--- config.mk ---
export PLATFORM = sky130hd
export DESIGN_NAME = fdstat_core
export DESIGN_NICKNAME = d
export VERILOG_FILES = /design/src/rtl/fdstat_buf.v /design/src/rtl/fdstat_lost.v /design/src/rtl/fdstat_core.v
export VERILOG_INCLUDE_DIRS = /design/src /design/src/rtl
export SDC_FILE = /design/constraint.sdc
export NUM_CORES = 1
export LEC_CHECK = 0
export ABC_CLOCK_PERIOD_IN_PS = 4800
export BUFFER_PORTS_ARGS = -buffer_cell sky130_fd_sc_hd__buf_4
export CORE_MARGIN = 2
export CORE_UTILIZATION = 59
export CTS_CLUSTER_DIAMETER = 120
export CTS_CLUSTER_SIZE = 10
export DETAILED_ROUTE_END_ITERATION = 8
export PLACE_DENSITY = 0.87
export SLEW_MARGIN = 5
export SYNTH_ARGS = -nofsm -noshare
export SYNTH_HDL_FRONTEND = slang
export SYNTH_SLANG_ARGS = --single-unit
--- constraint.sdc ---
create_clock -name clock_i -period 4.8 [get_ports clock_i]
set_clock_uncertainty 0.2 [all_clocks]
set_input_delay 0.24 -clock clock_i [delete_from_list [all_inputs] [get_ports clock_i]]
set_output_delay 0.24 -clock clock_i [all_outputs]
set_load 0.01 [all_outputs]
--- src/rtl/fdstat_regs.vh ---
`ifndef FDSTAT_REGS_VH
`define FDSTAT_REGS_VH
// Register select on the two address lines
`define FDSTAT_SEL_STATUS 2'h0
`define FDSTAT_SEL_DATA 2'h3
// Status bit positions
`define FDSTAT_B_NOTRDY 7
`define FDSTAT_B_PROT 6
`define FDSTAT_B_HEAD 5
`define FDSTAT_B_RNF 4
`define FDSTAT_B_CRC 3
`define FDSTAT_B_LOST 2
`define FDSTAT_B_REQ 1
`define FDSTAT_B_BUSY 0
// Command types
`define FDSTAT_CT_SEEK 2'h0
`define FDSTAT_CT_READ 2'h1
`define FDSTAT_CT_WRITE 2'h2
`define FDSTAT_CT_ABORT 2'h3
// Track write byte that calls for the two checksum bytes
`define FDSTAT_CRC_CODE 8'hF7
// One byte time, ns, and in 40 ns clocks (rounded down)
`define FDSTAT_BYTE_NS 32000
`define FDSTAT_BYTE_CYC ((`FDSTAT_BYTE_NS) / 40)
`endif

--- src/rtl/fdstat_buf.v ---
`timescale 1ns/1ps
// ==========================================
// Two-entry valid/ready buffer
module fdstat_buf (
  // Clock and reset
  input wire clock_i,
  input wire rst_i,
  input wire flush_i,
  // Fill side
  input wire [7:0] in_data_i,
  input wire in_valid_i,
  output wire in_ready_o,
  // Drain side
  output wire [7:0] out_data_o,
  output wire out_valid_o,
  input wire out_ready_i
);
  reg [7:0] mem [0:1];
  reg wr_ptr;
  reg rd_ptr;
  reg [1:0] count;
  wire push;
  wire pop;
  assign in_ready_o = (count != 2'h2);
  assign out_valid_o = (count != 2'h0);
  assign out_data_o = mem[rd_ptr];
  assign push = in_valid_i & in_ready_o;
  assign pop = out_valid_o & out_ready_i;
  always @(posedge clock_i) begin
    if (push) begin
      mem[wr_ptr] <= in_data_i;
    end
  end
  always @(posedge clock_i or posedge rst_i) begin
    if (rst_i) begin
      wr_ptr <= 1'b0;
      rd_ptr <= 1'b0;
      count <= 2'h0;
    end else if (flush_i) begin
      wr_ptr <= 1'b0;
      rd_ptr <= 1'b0;
      count <= 2'h0;
    end else begin
      if (push) begin
        wr_ptr <= ~wr_ptr;
      end
      if (pop) begin
        rd_ptr <= ~rd_ptr;
      end
      count <= count + {1'b0, push} - {1'b0, pop};
    end
  end
endmodule // fdstat_buf

--- src/rtl/fdstat_lost.v ---
`timescale 1ns/1ps
`include "fdstat_regs.vh"
// ==========================================
// Byte-time watchdog on a pending request
module fdstat_lost (
  // Clock and reset
  input wire clock_i,
  input wire rst_i,
  // Control
  input wire pending_i,
  // Result
  output reg expired_o
);
  localparam integer LIMIT_FULL = `FDSTAT_BYTE_CYC;
  localparam [15:0] LIMIT = LIMIT_FULL[15:0];
  reg [15:0] count;
  always @(posedge clock_i or posedge rst_i) begin
    if (rst_i) begin
      count <= 16'h0000;
      expired_o <= 1'b0;
    end else if (!pending_i) begin
      count <= 16'h0000;
      expired_o <= 1'b0;
    end else begin
      expired_o <= (count == LIMIT - 16'h0001);
      if (count != LIMIT) begin
        count <= count + 16'h0001;
      end
    end
  end
endmodule // fdstat_lost

--- src/rtl/fdstat_core.v ---
`timescale 1ns/1ps
`include "fdstat_regs.vh"
// Summary of operation
// - Bit 7 is inverted ready, forced high during master reset
// - Seek status: bit 6 is inverted write-protect input
// - Seek status: bit 5 is head-load out AND head-load-timing in
// - Seek status: bit 4 flags unverified track, cleared on update
// - Seek status: bit 3 flags identification checksum failure
// - Seek status: bit 2 is inverted track-zero input
// - Seek status: bit 1 is inverted index-pulse input
// - Bit 0 is busy while any command executes
// - Read/write commands refused while drive is not ready
// - Bit 6: zero on reads, write protect on writes, cleared on update
// - Bit 5: deleted mark type on reads, write fault on writes
// - Bit 4 flags record not found, cleared on update
// - Bit 3: id checksum error if bit 4 set, else data checksum
// - Bit 2 flags byte request not serviced in one byte time
// - Bit 1 mirrors the byte request output
// - No index mark needed; gaps 1, 3, 4 may be 2 bytes
// - Host byte F7 in a track write emits two checksum bytes; here it is passed on as one byte with wr_crc_o set
// - Data register access clears byte request and its status bit
// - Starting a non-abort command sets busy and refreshes status
module fdstat_core (
  // Clock and reset
  input wire clock_i,
  input wire rst_i,
  input wire master_reset_in_i,
  // Host register port
  input wire [1:0] reg_sel_i,
  input wire rd_stb_i,
  input wire wr_stb_i,
  input wire [7:0] wr_data_i,
  output reg [7:0] rd_data_o,
  // Command sequencer
  input wire cmd_start_i,
  input wire [1:0] cmd_type_i,
  input wire cmd_done_i,
  input wire seek_err_i,
  input wire id_crc_err_i,
  input wire data_crc_err_i,
  input wire rec_missing_i,
  input wire deleted_mark_i,
  input wire write_fault_i,
  input wire need_byte_i,
  input wire [7:0] disk_byte_i,
  input wire disk_byte_valid_i,
  output reg cmd_refused_o,
  // Drive
  input wire ready_in_i,
  input wire write_protect_in_i,
  input wire head_load_timing_in_i,
  input wire track_zero_in_i,
  input wire index_pulse_in_i,
  output reg head_load_out_o,
  // Byte stream to write path
  output reg [7:0] wr_byte_o,
  output reg wr_byte_valid_o,
  output reg wr_crc_o,
  input wire wr_byte_ready_i,
  // Status
  output reg byte_request_o,
  output reg busy_o
);
  // ==========================================
  // State
  localparam [2:0] ST_IDLE = 3'b001;
  localparam [2:0] ST_RUN = 3'b010;
  localparam [2:0] ST_DONE = 3'b100;
  reg [2:0] state;
  reg [2:0] next_state;
  reg [1:0] last_type;
  reg prot;
  reg head_bit;
  reg record_missing_flag;
  reg crc;
  reg lost;
  reg [7:0] data_holding_register;
  reg next_request;
  wire data_rd;
  wire data_wr;
  wire is_write;
  wire is_read;
  wire rw_type;
  wire lost_expired;
  wire buf_in_ready;
  wire [7:0] buf_data;
  wire buf_valid;
  wire take;
  wire accept;
  wire refuse;
  wire [7:0] status;
  assign data_rd = rd_stb_i & (reg_sel_i == `FDSTAT_SEL_DATA);
  assign data_wr = wr_stb_i & (reg_sel_i == `FDSTAT_SEL_DATA);
  assign is_write = (last_type == `FDSTAT_CT_WRITE);
  assign is_read = (last_type == `FDSTAT_CT_READ);
  assign rw_type = is_write | is_read;
  // Not ready blocks only read/write types; seeks still run
  assign refuse = cmd_start_i & ~ready_in_i & ((cmd_type_i == `FDSTAT_CT_READ) |
                  (cmd_type_i == `FDSTAT_CT_WRITE));
  assign accept = cmd_start_i & ~refuse & (cmd_type_i != `FDSTAT_CT_ABORT);
  // ==========================================
  // Write stream buffer: holds host bytes while the write path stalls
  fdstat_buf u_buf (
    .clock_i(clock_i),
    .rst_i(rst_i),
    .flush_i(accept),
    .in_data_i(data_holding_register),
    .in_valid_i(take),
    .in_ready_o(buf_in_ready),
    .out_data_o(buf_data),
    .out_valid_o(buf_valid),
    .out_ready_i(~wr_byte_valid_o | wr_byte_ready_i)
  );
  // Host byte moves to the buffer once written and the request is down
  assign take = is_write & busy_o & ~byte_request_o & need_byte_i & buf_in_ready;
  // ==========================================
  // Lost data watchdog
  fdstat_lost u_lost (
    .clock_i(clock_i),
    .rst_i(rst_i),
    .pending_i(byte_request_o & busy_o),
    .expired_o(lost_expired)
  );
  // ==========================================
  // Command sequencing
  always @* begin
    next_state = state;
    case (state)
      ST_IDLE: begin
        if (accept) begin
          next_state = ST_RUN;
        end
      end
      ST_RUN: begin
        if (cmd_done_i | (cmd_start_i & (cmd_type_i == `FDSTAT_CT_ABORT))) begin
          next_state = ST_DONE;
        end
      end
      ST_DONE: begin
        // A start in the closing cycle must not leave busy set while idle
        next_state = accept ? ST_RUN : ST_IDLE;
      end
      default: begin
        next_state = ST_IDLE;
      end
    endcase
  end
  // Byte request: raised by the read path or by write demand
  always @* begin
    next_request = byte_request_o;
    if (data_rd | data_wr) begin
      next_request = 1'b0;
    end
    if (busy_o & is_read & disk_byte_valid_i) begin
      next_request = 1'b1;
    end
    if (busy_o & is_write & need_byte_i & ~byte_request_o & buf_in_ready & ~data_wr) begin
      next_request = 1'b1;
    end
    if (state == ST_DONE) begin
      next_request = 1'b0;
    end
    // A start drops whatever the previous command left pending
    if (accept) begin
      next_request = (cmd_type_i == `FDSTAT_CT_WRITE);
    end
  end
  always @(posedge clock_i or posedge rst_i) begin
    if (rst_i) begin
      state <= ST_IDLE;
      last_type <= `FDSTAT_CT_SEEK;
      busy_o <= 1'b0;
      byte_request_o <= 1'b0;
      cmd_refused_o <= 1'b0;
      head_load_out_o <= 1'b0;
      prot <= 1'b0;
      head_bit <= 1'b0;
      record_missing_flag <= 1'b0;
      crc <= 1'b0;
      lost <= 1'b0;
      data_holding_register <= 8'h00;
    end else begin
      state <= next_state;
      cmd_refused_o <= refuse;
      byte_request_o <= next_request;
      if (accept) begin
        last_type <= cmd_type_i;
        busy_o <= 1'b1;
        head_load_out_o <= 1'b1;
        prot <= 1'b0;
        head_bit <= 1'b0;
        record_missing_flag <= 1'b0;
        crc <= 1'b0;
        lost <= 1'b0;
      end else begin
        if (state == ST_DONE) begin
          busy_o <= 1'b0;
        end
        if (busy_o) begin
          if (is_write & write_protect_in_i) begin
            prot <= 1'b1;
          end
          if (is_write & write_fault_i) begin
            head_bit <= 1'b1;
          end
          if (is_read & disk_byte_valid_i) begin
            head_bit <= deleted_mark_i;
          end
          if (seek_err_i | rec_missing_i) begin
            record_missing_flag <= 1'b1;
          end
          if (id_crc_err_i | data_crc_err_i) begin
            crc <= 1'b1;
          end
          if (lost_expired) begin
            lost <= 1'b1;
          end
        end
      end
      if (is_read & busy_o & disk_byte_valid_i) begin
        data_holding_register <= disk_byte_i;
      end else if (data_wr) begin
        data_holding_register <= wr_data_i;
      end
    end
  end
  // ==========================================
  // Checksum code is passed on as a data byte, with wr_crc_o marking it
  always @(posedge clock_i or posedge rst_i) begin
    if (rst_i) begin
      wr_byte_o <= 8'h00;
      wr_byte_valid_o <= 1'b0;
      wr_crc_o <= 1'b0;
    end else if (~wr_byte_valid_o | wr_byte_ready_i) begin
      wr_byte_valid_o <= buf_valid;
      // No index mark or gap length is checked; bytes pass as given
      wr_byte_o <= buf_data;
      wr_crc_o <= buf_valid & (buf_data == `FDSTAT_CRC_CODE);
    end
  end
  // ==========================================
  // Status assembly
  assign status[`FDSTAT_B_NOTRDY] = ~ready_in_i | master_reset_in_i;
  assign status[`FDSTAT_B_PROT] = rw_type ? (is_write & prot) : ~write_protect_in_i;
  assign status[`FDSTAT_B_HEAD] = rw_type ? head_bit :
                                  (head_load_out_o & head_load_timing_in_i);
  assign status[`FDSTAT_B_RNF] = record_missing_flag;
  assign status[`FDSTAT_B_CRC] = crc;
  assign status[`FDSTAT_B_LOST] = rw_type ? lost : ~track_zero_in_i;
  assign status[`FDSTAT_B_REQ] = rw_type ? byte_request_o : ~index_pulse_in_i;
  assign status[`FDSTAT_B_BUSY] = busy_o;
  // Registered read port; other selects read as zero
  always @(posedge clock_i or posedge rst_i) begin
    if (rst_i) begin
      rd_data_o <= 8'h80;
    end else if (rd_stb_i & (reg_sel_i == `FDSTAT_SEL_STATUS)) begin
      rd_data_o <= status;
    end else if (data_rd) begin
      rd_data_o <= data_holding_register;
    end else begin
      rd_data_o <= 8'h00;
    end
  end
endmodule // fdstat_core

After elaboration in Yosys (flattened, before gate mapping)
Memories as Yosys holds them, arrays and structs flattened.
Cells that the tools add are included.
{ "classes": {"add_sub_neg": 3, "n_eq_ne": 17, "n_mux": 45, "n_bitwise": 45, "n_reduce_logical": 19} }
{ "op_table": {"columns": ["cell", "count"], "rows": [
  ["2-to-1 mux 1 bit", 34],
  ["2-to-1 mux 16 bit", 2],
  ["2-to-1 mux 8 bit", 4],
  ["bitwise AND 1 bit", 27],
  ["nonzero test 2 bit", 10],
  ["adder 16 x 1 -> 16 bit, second input constant", 1],
  ["equality test 16 x 10 -> 1 bit, second input constant", 1],
  ["inequality test 16 x 10 -> 1 bit, second input constant", 1],
  ["AND reduction 2 bit", 6],
  ["inequality test 2 bit, second input constant", 5],
  ["inverter 1 bit", 10],
  ["case mux 3 bit (3 select lines)", 1],
  ["equality test 2 bit, second input constant", 4],
  ["equality test 8 bit, second input constant", 1],
  ["bitwise OR 1 bit", 8],
  ["2-to-1 mux 3 bit", 2],
  ["nonzero test 5 bit", 1],
  ["equality test 2 x 1 -> 1 bit, second input constant", 2],
  ["2-to-1 mux 2 bit", 2],
  ["equality test 3 x 1 -> 1 bit, second input constant", 1],
  ["equality test 3 x 2 -> 1 bit, second input constant", 1],
  ["equality test 3 bit, second input constant", 1],
  ["nonzero test 3 bit", 1],
  ["adder 2 x 1 -> 2 bit", 1],
  ["2 further kinds", 2]
]} }
{ "totals": {"register_bits": 61, "ram_bits": 16, "in_bits": 41, "out_inout_bits": 22, "elab_cells": 151, "n_memories": 1} }
{ "mem_list": {"columns": ["name", "words", "width", "read_ports", "rd_ports_with_merged_regs", "write_ports", "line_no", "source"], "rows": [
  ["u_buf.mem", 2, 8, 1, 0, 1, "fdstat_buf.v:18", "reg [7:0] mem [0:1];"]
]} }

Logic depth before layout (Yosys ltp)
{ "logic_depth": {"ltp_word": 9, "depth_mapped": 8, "mapped_depth_nobuf": 8} }

Modules after synthesis
Synthesis repeated with hierarchy kept, for this count alone.
{ "unflattened": {"hier_cells": 303, "area_unflattened_um2": 3590.9} }
{ "by_module_without_submodules": {"columns": ["module", "instances", "cells_each", "area_each_um2", "seq_area_each_um2"], "rows": [
  ["fdstat_core", 1, 157, 1829.3, 1003.5],
  ["fdstat_lost", 1, 97, 928.4, 425.4],
  ["fdstat_buf", 1, 49, 833.3, 580.6]
]} }

Least setup slack after synthesis
Ideal clock, no wire load.
{ "synth_timing": {"kind": "register to register", "startpoint": "reg byte_request_o", "endpoint": "mem u_buf.mem[0][0], enable pin", "setup_ps": 373, "t_arrival_ps": 1474, "required_ps": 4227, "path_slack_ps": 2753, "stages_incl_launch_ff": 5, "path_buffers": 1, "period_less_slack_ps": 2047, "cell_sequence": "dfrtp_1 -> clkbuf_1 -> nand4b_1 -> a21oi_1 -> nor2b_1"} }
{ "synth_via": {"elab_chain_len": 7} }
{ "synth_lines": {"columns": ["element", "line_no", "source"], "rows": [
  ["start: declaration", "fdstat_core.v:61", "output reg byte_request_o,"],
  ["start signal: assignment", "fdstat_core.v:185", "byte_request_o <= next_request;"],
  ["inverter 1 bit", "fdstat_core.v:115", "assign take = is_write & busy_o & ~byte_request_o & need_byte_i & buf_in_ready;"],
  ["bitwise AND 1 bit (3 in series)", "fdstat_core.v:115", null],
  ["bitwise AND 1 bit", "fdstat_buf.v:27", "assign push = in_valid_i & in_ready_o;"],
  ["2-to-1 mux 1 bit", "fdstat_buf.v:30", "if (push) begin"],
  ["2-to-1 mux 1 bit (implied by the code)", "fdstat_buf.v:31", "mem[wr_ptr] <= in_data_i;"],
  ["end: declaration", "fdstat_buf.v:18", null]
]} }
Every way passes these cells.

Worst setup path after layout
{ "layout_timing": {"startpoint": "in cmd_type_i[1]", "endpoint": "reg state[1]"} }
{ "layout_via": {"elab_chain_len": 8, "word_cells_on_any_way": 16, "cone_classes": "6 x eq/ne; 2 x mux; 7 x bitwise; 1 x reduce/logical"} }
{ "layout_lines": {"columns": ["element", "line_no", "source"], "rows": [
  ["start: declaration", "fdstat_core.v:36", "input wire [1:0] cmd_type_i,"],
  ["equality test 2 x 1 -> 1 bit (no line) or equality test 2 bit (tied branches)", null, null],
  ["bitwise OR 1 bit", "fdstat_core.v:98", "assign refuse = cmd_start_i & ~ready_in_i & ((cmd_type_i == `FDSTAT_CT_READ) |"],
  ["bitwise AND 1 bit", "fdstat_core.v:98", null],
  ["inverter 1 bit", "fdstat_core.v:100", "assign accept = cmd_start_i & ~refuse & (cmd_type_i != `FDSTAT_CT_ABORT);"],
  ["bitwise AND 1 bit (2 in series)", "fdstat_core.v:100", null],
  ["2-to-1 mux 2 bit or inequality test 2 bit (tied branches)", null, null],
  ["case mux 3 bit (3 select lines) or AND reduction 2 bit (tied branches)", null, null],
  ["end signal: assignment", "fdstat_core.v:183", "state <= next_state;"],
  ["end: declaration", "fdstat_core.v:69", "reg [2:0] state;"]
]} }
Several ways; a longest one is shown, not always the timed one.
A chain may end at the register's enable or synchronous reset.

==> reports/results.tsv <==
metric	value	unit
CP max stage cell	nor3b_2	
drt first-iter violations	204	
Pwr Total	1.83	mW
worst setup margin	2.26	ns
Via-to-Cell Ratio	5.61	
critical path type	in2reg	
H-tree lvl count	3	
CTS buffer count	9	
Post-synth EDFFs	16	
slowest cell delay on critical path	0.91	ns
n_diodes	0	
gr usage total	24.9	%
Area Growth Syn to Fin	25.6	%
Layout Nets	436	
number of synthesis warnings	0	
postcts setup bufs	0	
total congestion overflow	0	
status	finished with violations	
relative slew slack	23.3	%
critical path required time	4.86	ns
Worst VDD drop	0.275	mV
Hold Crit Class	in2reg	
die area	6490	µm²
post-DR wirelength/cell	15.8	µm
Synth Register Bits	77	
1st-pass router iterations	4	
half-perimeter wire length after placement	4.91	mm
Setup TNS	0	ns
crit-path max FO	20	
Post-DRT Antenna Nets	0	
die height	80.6	µm
FF/Latch Area	2010	µm²
die width	80.6	µm
Rows	27	
period utilization	52.9	%
hold buffer count at CTS	15	
crit-path cells	dlygate4sd3_1 -> buf_4 -> ha_1 -> nor2_1 -> nor3b_2 -> a22oi_1 -> o21ai_0	
Initial Util	62.1	%
Slew Viols, Final	0	
final hold vios	1	
CTS sink cnt	77	
Main synth FF type	dfrtp_1	
Root Driver	clkbuf_8	
multi-input combinational cell area	1350	µm²
WP data arrival	2.60	ns
Critical Path Source Type	primary input	
CTS tree	yes	
Max Clk Rate	394	MHz
Clock Latency Late Sink	0.33	ns
core area	5570	µm²
IO Pins	63	
Slew @ Worst Pin	1.15	ns
post-synth cell types	46	
Leak	1.98	nW
Fill cells	371	
PwrDens	422	nW/µm²
clock buffer depth	2	
DRC Markers	0	
I/O Buffers	62	
failing checks	hold timing	
Final Setup Violations	0	
initial antenna violation count	0	
Layout Cells excl Fill	464	
first-pass GRT wire length	12.0	mm
post-cts resize count	0	
vias in the first global route	2540	
RSZ-0062 raised after global routing	false	
min cycle time layout	2.54	ns
Cells after Synth	310	
asr flop ratio synth	79.2	%
total wire length	7.33	mm
Seq/Total Area, Yosys	58.1	%
largest net degree at the start of global routing	62	
syn_nets	359	
GPL Wtd Cong	0.811	
post-synthesis cell area	3460	µm²
Max-Cap Viols	0	
worst slack, placed	2.36	ns
total number of vias	2601	
Min Hold Slack	-0.000687	ns
critical path endpoint category	register	
share of cells above drive strength 1	23.2	%
clock transition at the registers of the reported paths	0.08	ns
Avg Inst Size Synth	11.2	µm²
placed insts	433	
## registers in the layout, summed over array words and instances, names as in the netlist, 2 cells and up
register and flops:
u_buf.count 2, rd_data_o 8, last_type 2, u_buf.mem 16, wr_byte_o 8, state 3, data_holding_register 8, u_lost.count 16
## placed cells by master, fill, tap and decap left out, types with 4 or more instances in the layout
master and instances:
a21oi_1 15, a22o_1 9, buf_4 63, clkbuf_8 9, dfrtp_1 59, dlygate4sd3_1 15, edfxtp_1 16, ha_1 8
inv_1 14, mux2i_1 18, nand2_1 24, nand3_1 13, nor2_1 27, nor2b_1 9, nor4_1 7, o21ai_0 23
xnor2_1 9, xor2_1 4
## per-stage QoR
stage / hold WS (ns) / instance area [µm²] / utilization (%)
floorplan: 0.157 / 3460 / -
global placement: 0.248 / 3980 / 71.4
detailed placement: 0.256 / 3980 / 71.4
CTS: 0.00505 / 4340 / 77.9
global route: 0.0251 / 4340 / 77.9
finish: -0.000687 / 4340 / 77.9
## Yosys cell counts, types with 4 or more instances
cell / instances / area [µm²]
edfxtp_1: 16 / 480
nor2b_1: 9 / 56.3
a22o_1: 9 / 78.8
nor4_1: 7 / 43.8
nand3_1: 13 / 65.1
o21ai_0: 23 / 115
a21oi_1: 15 / 75.1
mux2i_1: 18 / 180
nand2_1: 24 / 90.1
xor2_1: 4 / 35.0
nor2_1: 27 / 101
clkbuf_1: 10 / 37.5
inv_1: 15 / 56.3
xnor2_1: 9 / 78.8
dfrtp_1: 59 / 1480
ha_1: 8 / 100
## worst max-delay path, delay by kind of cell
family / cells / cell delay (ns)
adders and majority gates: 1 / 0.26
buffers and inverters: 2 / 0.69
AOI/OAI and AO/OA: 2 / 0.44
and+or+nand+nor: 2 / 0.97
## power by group
| part | internal, mW | switching, mW |
|---|---|---|
| logic | 0.209 | 0.209 |
| registers | 0.789 | 0.108 |
| clock network | 0.290 | 0.229 |
| total | 1.29 | 0.546 |
## final timing paths
| check | from | end | slack [ns] | cells past startpoint |
|---|---|---|---|---|
| setup / recovery | cmd_type_i[1] | state[1] | 2.26 | 7 |
| hold / removal | wr_data_i[1] | data_holding_register[1] | -0.0007 | 3 |
| max in group asynchronous | rst_i | u_lost.count[10] | 3.44 | 4 |
| setup reg to reg | wr_byte_valid_o | u_buf.count[1] | 2.35 | 8 |
| hold reg to reg | wr_byte_o[1] | wr_byte_o[1] | 0.28 | 2 |
| min in group asynchronous | rst_i | wr_byte_o[3] | 0.48 | 4 |
## cells by family after synthesis
kind of cell               count (synthesis)  synth area share, %
AOI/OAI and AO/OA                         58                 10.4
xor gates and xnor gates                  13                 3.29
adders and majority gates                  8                 2.89
buffers and inverters                     27                 3.00
DFF                                       77                 58.1
muxes                                     19                 5.64
and+or+nand+nor                          108                 16.7
## layer usage
layer	part of all wire [%]	GRT usage, %	vias to the layer above
met5	0	0	-
met4	1.8	9.66	0
met3	4.4	5.51	12
met2	50	40.3	76
met1	44	33.0	1265
li1	-	-	1248
## final cells by class
class                   instances  share of cell area (%)
flip-flops and latches         77                    46.3
multi-input cells             206                    31.1
repair buffers                 78                    14.3
clock buffers                   9                    2.85
clock inverters                 7                    2.07
well taps                      72                    2.07
inverters                      15                    1.30
Power figures use the tool's default switching activity.
